$ cat config.mk
export PLATFORM = sky130hd
export DESIGN_NAME = cmx_ctrl
export DESIGN_NICKNAME = d
export VERILOG_FILES = /design/src/common/cmx_pkg.sv /design/src/common/cmx_sync_if.sv /design/src/verilog/cmx_sync.sv /design/src/verilog/cmx_ctrl.sv
export SDC_FILE = /design/constraint.sdc
export NUM_CORES = 1
export LEC_CHECK = 0
export BUFFER_PORTS_ARGS = -buffer_cell sky130_fd_sc_hd__buf_2
export CAP_MARGIN = 20
export CORE_MARGIN = 8
export CORE_UTILIZATION = 59
export CTS_BUF_LIST = sky130_fd_sc_hd__clkbuf_8
export CTS_CLUSTER_DIAMETER = 50
export DETAILED_ROUTE_END_ITERATION = 8
export PLACE_DENSITY = 0.82
export SKIP_LAST_GASP = 1
export SLEW_MARGIN = 5
export SYNTH_ARGS = -nofsm -noshare
export SYNTH_HDL_FRONTEND = slang
export SYNTH_HIERARCHICAL = 1
export SYNTH_SLANG_ARGS = --single-unit
$ cat constraint.sdc
create_clock -name clk -period 2.3 [get_ports clk]
set_clock_uncertainty 0.05 [all_clocks]
set_input_delay 0.115 -clock clk [delete_from_list [all_inputs] [get_ports clk]]
set_output_delay 0.115 -clock clk [all_outputs]
set_load 0.01 [all_outputs]
$ cat src/common/cmx_pkg.sv
// package: offsets, field positions, write mask, reset values and synchroniser depth
package cmx_pkg;
	localparam logic [9:0] CMX_CMP_CTRL_OFS  = 10'h1F8;
	localparam logic [9:0] CMX_EXT_EN_OFS    = 10'h1FA;
	localparam logic [9:0] CMX_IRQ_STAT_OFS  = 10'h1FC;
	localparam logic [9:0] CMX_IRQ_CLR_OFS   = 10'h1FD;
	localparam logic [9:0] CMX_IRQ_EN_OFS    = 10'h1FE;
	localparam logic [9:0] CMX_POL_OFS       = 10'h1FF;
	localparam int         CMX_CMP1_EN_BIT   = 0;
	localparam int         CMX_CMP1_RES_BIT  = 3;
	localparam int         CMX_CMP3_EN_BIT   = 4;
	localparam int         CMX_CMP3_RES_BIT  = 7;
	localparam logic [7:0] CMX_CTRL_WMASK    = 8'h11;
	localparam logic [7:0] CMX_RESET_VAL     = 8'h00;
	localparam logic [7:0] CMX_UNMAPPED_VAL  = 8'h00;
	localparam int         CMX_SYNC_STAGES   = 2;
endpackage : cmx_pkg

$ cat src/common/cmx_sync_if.sv
// interface: synchroniser hookup between top and leaf
`timescale 1ns/1ps
`default_nettype none
interface cmx_sync_if;
	logic async_in;
	logic sync_out;
	modport leaf (input async_in, output sync_out);
	modport user (output async_in, input sync_out);
endinterface : cmx_sync_if
`default_nettype wire

$ cat src/verilog/cmx_sync.sv
// two-stage synchroniser for one asynchronous level
`timescale 1ns/1ps
`default_nettype none
module cmx_sync
	import cmx_pkg::*;
(
	input  wire logic clk,
	input  wire logic rst,
	input  wire logic ce,
	cmx_sync_if.leaf  port
);
	typedef struct packed {
		logic meta;
		logic stable;
	} cmx_sync_state_type;
	cmx_sync_state_type state_reg;
	cmx_sync_state_type state_next;
	always_comb begin
		state_next = state_reg;
		if (ce) begin
			state_next.meta   = port.async_in;
			state_next.stable = state_reg.meta;
		end
	end
	always_ff @(posedge clk or posedge rst) begin
		if (rst) begin
			state_reg <= '0;
		end else begin
			state_reg <= state_next;
		end
	end
	assign port.sync_out = state_reg.stable;
endmodule : cmx_sync
`default_nettype wire

$ cat src/verilog/cmx_ctrl.sv
// comparator and external input control register block
`timescale 1ns/1ps
`default_nettype none
module cmx_ctrl
	import cmx_pkg::*;
(
	input  wire logic       clk,
	input  wire logic       rst,
	input  wire logic       ce,
	input  wire logic [9:0] addr,
	input  wire logic [7:0] wdata,
	input  wire logic       wr,
	input  wire logic       rd,
	output var  logic [7:0] rdata,
	input  wire logic       cmp_one_raw,
	input  wire logic       cmp_three_raw,
	input  wire logic [3:0] ext_in_raw,
	output var  logic       cmp_one_enable,
	output var  logic       cmp_three_enable,
	output var  logic [3:0] request_pending_flag,
	output var  logic       irq
);
	// ==========================================================
	// synchronisers
	cmx_sync_if cs1 ();
	cmx_sync_if cs3 ();
	cmx_sync_if es [4] ();
	assign cs1.async_in = cmp_one_raw;
	assign cs3.async_in = cmp_three_raw;
	cmx_sync u_s1 (.clk(clk), .rst(rst), .ce(ce), .port(cs1));
	cmx_sync u_s3 (.clk(clk), .rst(rst), .ce(ce), .port(cs3));
	logic [3:0] ext_sync;
	genvar g;
	for (g = 0; g < 4; g++) begin : g_ext
		assign es[g].async_in = ext_in_raw[g];
		cmx_sync u_se (.clk(clk), .rst(rst), .ce(ce), .port(es[g]));
		assign ext_sync[g] = es[g].sync_out;
	end

	// ==========================================================
	// state
	typedef struct packed {
		logic [7:0] ctrl;
		logic [7:0] ext_en;
		logic [3:0] edge_polarity_select;
		logic [3:0] ext_prev;
		logic       c1_prev;
		logic       c3_prev;
		logic [5:0] stat;
		logic [5:0] irq_en;
		logic [7:0] rdata;
		logic       irq;
	} cmx_state_type;
	cmx_state_type s_reg;
	cmx_state_type s_next;

	logic       res1;
	logic       res3;
	logic [5:0] ev;
	logic [5:0] clr;
	logic [7:0] ctrl_view;
	logic       en_write;

	always_comb begin
		// disabled channel reads zero
		res1 = cs1.sync_out & s_reg.ctrl[CMX_CMP1_EN_BIT];
		res3 = cs3.sync_out & s_reg.ctrl[CMX_CMP3_EN_BIT];
		ctrl_view = s_reg.ctrl & CMX_CTRL_WMASK;
		ctrl_view[CMX_CMP1_RES_BIT] = res1;
		ctrl_view[CMX_CMP3_RES_BIT] = res3;
		en_write = wr && addr == CMX_EXT_EN_OFS;
		for (int i = 0; i < 4; i++) begin
			// pol 1: falling edge; both-edge bit overrides
			ev[i] = s_reg.ext_en[2*i] && (
				(s_reg.ext_en[2*i+1] && ext_sync[i] != s_reg.ext_prev[i]) ||
				(!s_reg.ext_en[2*i+1] && (s_reg.edge_polarity_select[i] ?
					(!ext_sync[i] && s_reg.ext_prev[i]) :
					(ext_sync[i] && !s_reg.ext_prev[i]))));
			// writing a 1 to a clear enable bit in the enable register raises the request
			if (en_write && wdata[2*i] && !s_reg.ext_en[2*i]) begin
				ev[i] = 1'b1;
			end
		end
		ev[4] = res1 && !s_reg.c1_prev;
		ev[5] = res3 && !s_reg.c3_prev;
		clr = (wr && addr == CMX_IRQ_CLR_OFS) ? wdata[5:0] : 6'h00;
		s_next = s_reg;
		if (ce) begin
			s_next.ext_prev = ext_sync;
			s_next.c1_prev  = res1;
			s_next.c3_prev  = res3;
			// set wins over clear
			s_next.stat = (s_reg.stat & ~clr) | ev;
			s_next.irq  = |(s_next.stat & s_reg.irq_en);
			s_next.rdata = 8'h00;
			if (wr) begin
				case (addr)
					CMX_CMP_CTRL_OFS: begin
						s_next.ctrl = wdata & CMX_CTRL_WMASK;
					end
					CMX_EXT_EN_OFS: begin
						s_next.ext_en = wdata;
					end
					CMX_IRQ_EN_OFS: begin
						s_next.irq_en = wdata[5:0];
					end
					CMX_POL_OFS: begin
						s_next.edge_polarity_select = wdata[3:0];
					end
					default: begin
					end
				endcase
			end
			if (rd) begin
				case (addr)
					CMX_CMP_CTRL_OFS: s_next.rdata = ctrl_view;
					CMX_EXT_EN_OFS:   s_next.rdata = s_reg.ext_en;
					CMX_IRQ_STAT_OFS: s_next.rdata = {2'b00, s_reg.stat};
					CMX_IRQ_EN_OFS:   s_next.rdata = {2'b00, s_reg.irq_en};
					CMX_POL_OFS:      s_next.rdata = {4'h0, s_reg.edge_polarity_select};
					default:          s_next.rdata = CMX_UNMAPPED_VAL;
				endcase
			end
		end
	end

	always_ff @(posedge clk or posedge rst) begin
		if (rst) begin
			s_reg <= '0;
		end else begin
			s_reg <= s_next;
		end
	end

	assign rdata                = s_reg.rdata;
	assign cmp_one_enable       = s_reg.ctrl[CMX_CMP1_EN_BIT];
	assign cmp_three_enable     = s_reg.ctrl[CMX_CMP3_EN_BIT];
	assign request_pending_flag = s_reg.stat[3:0];
	assign irq                  = s_reg.irq;
endmodule : cmx_ctrl
`default_nettype wire

==> impl_results.md <==
- Status: finished, final reports clean
- Ys flop type: dfrtp_1
- Crit Path Max Fanout: 4
- HPWL Detailed: just under 5 mm
- Skew-Pair Late Insertion Delay: about 0.3 ns
- Worst Max-Slew Pin Slew: 0.516 ns
- Post-Syn Area: 2950 um^2
- Met2 usage: a little over 30%
- Flop pwr share: between 50% and 60%
- Setup violators final: 0
- Sw power: roughly 490 uW
- Min-Delay Startpoint: rd
- Setup Total Neg Slack: 0 ns
- Ant diodes: 0
- Mean Syn Cell Area: approximately 11 um^2
- Worst EP arrival: between 1.5 and 2 ns
- Met3 Use GR: under 10%
- Largest net degree at the start of global routing: 42
- Slew headroom: 65.6%
- Finished Core Util: a little over two thirds
- Max-cap violations: 0
- Clk root buf: clkbuf_8
- Fmax: between 500 and 600 MHz
- Post-Route WL: 6.41 mm
- Commonest non-fill, non-tap cell in the layout: dfrtp_1
- Yosys warnings: 6
- Total global routing track utilization: between 15 and 20%
- CP startpoint: g_ext[3].u_se/port.sync_out
- Gr ovfl total: 0
- Critical-path top delay cell: dfrtp_1
- Initial DRT Pass Iterations: 4
- TritonCTS clock tree: done
- Design Power: a little under 2000 uW
- Initial antenna violation count: 0
- Gp weighted congestion: 0.928
- Maximum clock path buffer count: 2
- Die X: 86.7 um
- FP Rows: 25
- P_int: roughly 1400 uW
- RR Startpoint: g_ext[3].u_se/port.sync_out
- Layout cells sized above 1: a little under a third
- Die ar.: roughly 7500 um^2
- Met1 GRT Util: a little under a quarter
- Clock network fraction of total power: between 30% and 40%
- Net Sw Frac: between 20% and 30%
- Post-CTS Setup Repair Bufs: 0
- Critical path's largest stage delay: 0.41 ns
- First-pass GRT wire length: about 11 mm
- Num CTS Buffers: 5
- Min Tclk post-route: between 1.5 and 2 ns
- H-tree depth: 2
- Worst endpoint required time: ~2.4 ns
- Unique cell type count in the Yosys netlist: 45
- Die Ht: a little under 90 um
- Reg2Reg Setup Slack: between 0.4 and 0.5 ns
- Final hold vios: 0
- Worst min-delay path class: primary input to flip-flop
- Commonest cells after routing, fill and taps aside: dfrtp_1, buf_2, mux2_2, inv_1, nand2_1
- Initial Util: about 60%
- Crit Path Category: flip-flop to flip-flop
- DR iter-0 viols: roughly 160
- Antenna Violating Nets Remaining: 0
- Residual DRC count: 0
- Via count: 2149
- Comb power frac: around 14%
- Syn nets: 310
- Buf+Inv Stages, Crit Path: 1
- Reg clk slew, reported paths: 0.10 ns
- Drt wl/cell: about 17 um
- Layout net count: 350
- Max FFs per register: 26
- CP dominant cell by count: o21ai_0
- Period utilisation layout: 79.0%
- Leakage power: ~0.0016 uW
- Worst vdd ir: 0.000458 V
- CP top delay family: compound AO/OA/AOI/OAI gates
- Worst hold margin: about 0.04 ns
- Placeable Area: approximately 4800 um^2
- Post-synth EDFFs: 0
- Clock sinks: between 50 and 60
- Layout area overhead: 12.9%
- Crit-path cells: inv_1, ha_1, mux2_2, o211ai_1, o21ai_0, o21ai_0, a41oi_1
- RSZ-0062 raised after global routing: false
- Pwr/cell area: about 580 nW/um^2
- Startpoint types: flip-flop
- Gr busiest metal: met2
- Buffers on Ports: 43
- Share of the yosys chip area belonging to registers: ~45%
- I/O pins: 44
- Critical path endpoint category: flip-flop
- Synth async-reset ratio: between 90% and 100%
- Post-synthesis sequential element count: 53
- Vias in the first global route: ~2200
- Vias per std cell: between 5 and 6
- Final max-slew violation count: 0
- Mapped Cells: 273
-- cells in the mapped netlist, types with 5 or more instances --
master	count	area share, %
dfrtp_1	53	45
mux2_2	31	12
inv_1	28	3.6
nand2_1	24	3.1
o21ai_0	14	2.4
buf_4	13	3.3
nand3_1	10	1.7
a21oi_1	8	1.4
ha_1	8	3.4
o22ai_1	7	1.5
a22o_1	6	1.8
mux2_4	5	2.5
nand4_1	5	1.1
o211ai_1	5	1.3
-- layer usage --
layer	wire [um]	vias to the layer above
met5	0	-
met1	2700	1027
li1	-	1040
met2	3280	76
met3	379	6
met4	51	0
-- worst min-delay path, cell delays in order --
cell     delay, ns
buf_2         0.10
nand3_1       0.07
o22ai_1       0.07
-- cells by family (layout without fill, tap and decap cells) --
kind of cell / after synthesis / count (layout) / share of synthesized area (%)
AOI/OAI and AO/OA: 53 / 53 / 12.2
adders and majority gates: 8 / 8 / 3.39
buffers and inverters: 50 / 91 / 8.39
DFF: 53 / 53 / 44.9
muxes: 39 / 39 / 15.4
and+or+nand+nor: 70 / 70 / 15.8
-- power by group through the flow --
stage	combinational, uW	sequential, uW	clock, uW
after floorplan	183	1040	0
after global placement	243	1040	0
after detailed placement	253	1050	0
after CTS	265	1030	638
after global routing	300	1040	676
final	267	1030	627
-- worst paths after layout --
path                                                     to  cells after the start
worst max register to register                          irq                      7
min in group asynchronous       g_ext[2].u_se/port.sync_out                      3
max in group asynchronous                         s_reg[35]                      4
worst min-delay path                               rdata[6]                      3
worst max-delay path                                    irq                      7
worst min register to register   g_ext[0].u_se/state_reg[1]                      1
-- cell type report --
| class | count | area (um^2) |
|---|---|---|
| clock buffer | 5 | 68.8 |
| timing repair buffer | 55 | 328 |
| inverter | 28 | 105 |
| fill | 385 | 1450 |
| multi-input combinational | 170 | 1380 |
| tap | 67 | 83.8 |
| clock inverter | 3 | 42.5 |
| sequential | 53 | 1330 |
-- through the flow --
stage / std cells / setup slack (ns) / area, um^2
6_report: 381 / 0.484 / 3330
3_5_place_dp: 364 / 0.507 / 3130
4_1_cts: 380 / 0.485 / 3320
3_3_place_gp: 364 / 0.544 / 3130
2_1_floorplan: 273 / 0.668 / 2950
5_1_grt: 381 / 0.362 / 3330
-- repair_timing --
action | 4_1_cts | 5_1_grt
hold buffers | 8 | 1
setup endpoints to repair | 0 | 0
endpoints found under the hold margin | 60 | 1
gates resized for setup | 0 | 0
No activity file was read; power rests on OpenSTA's default activity.
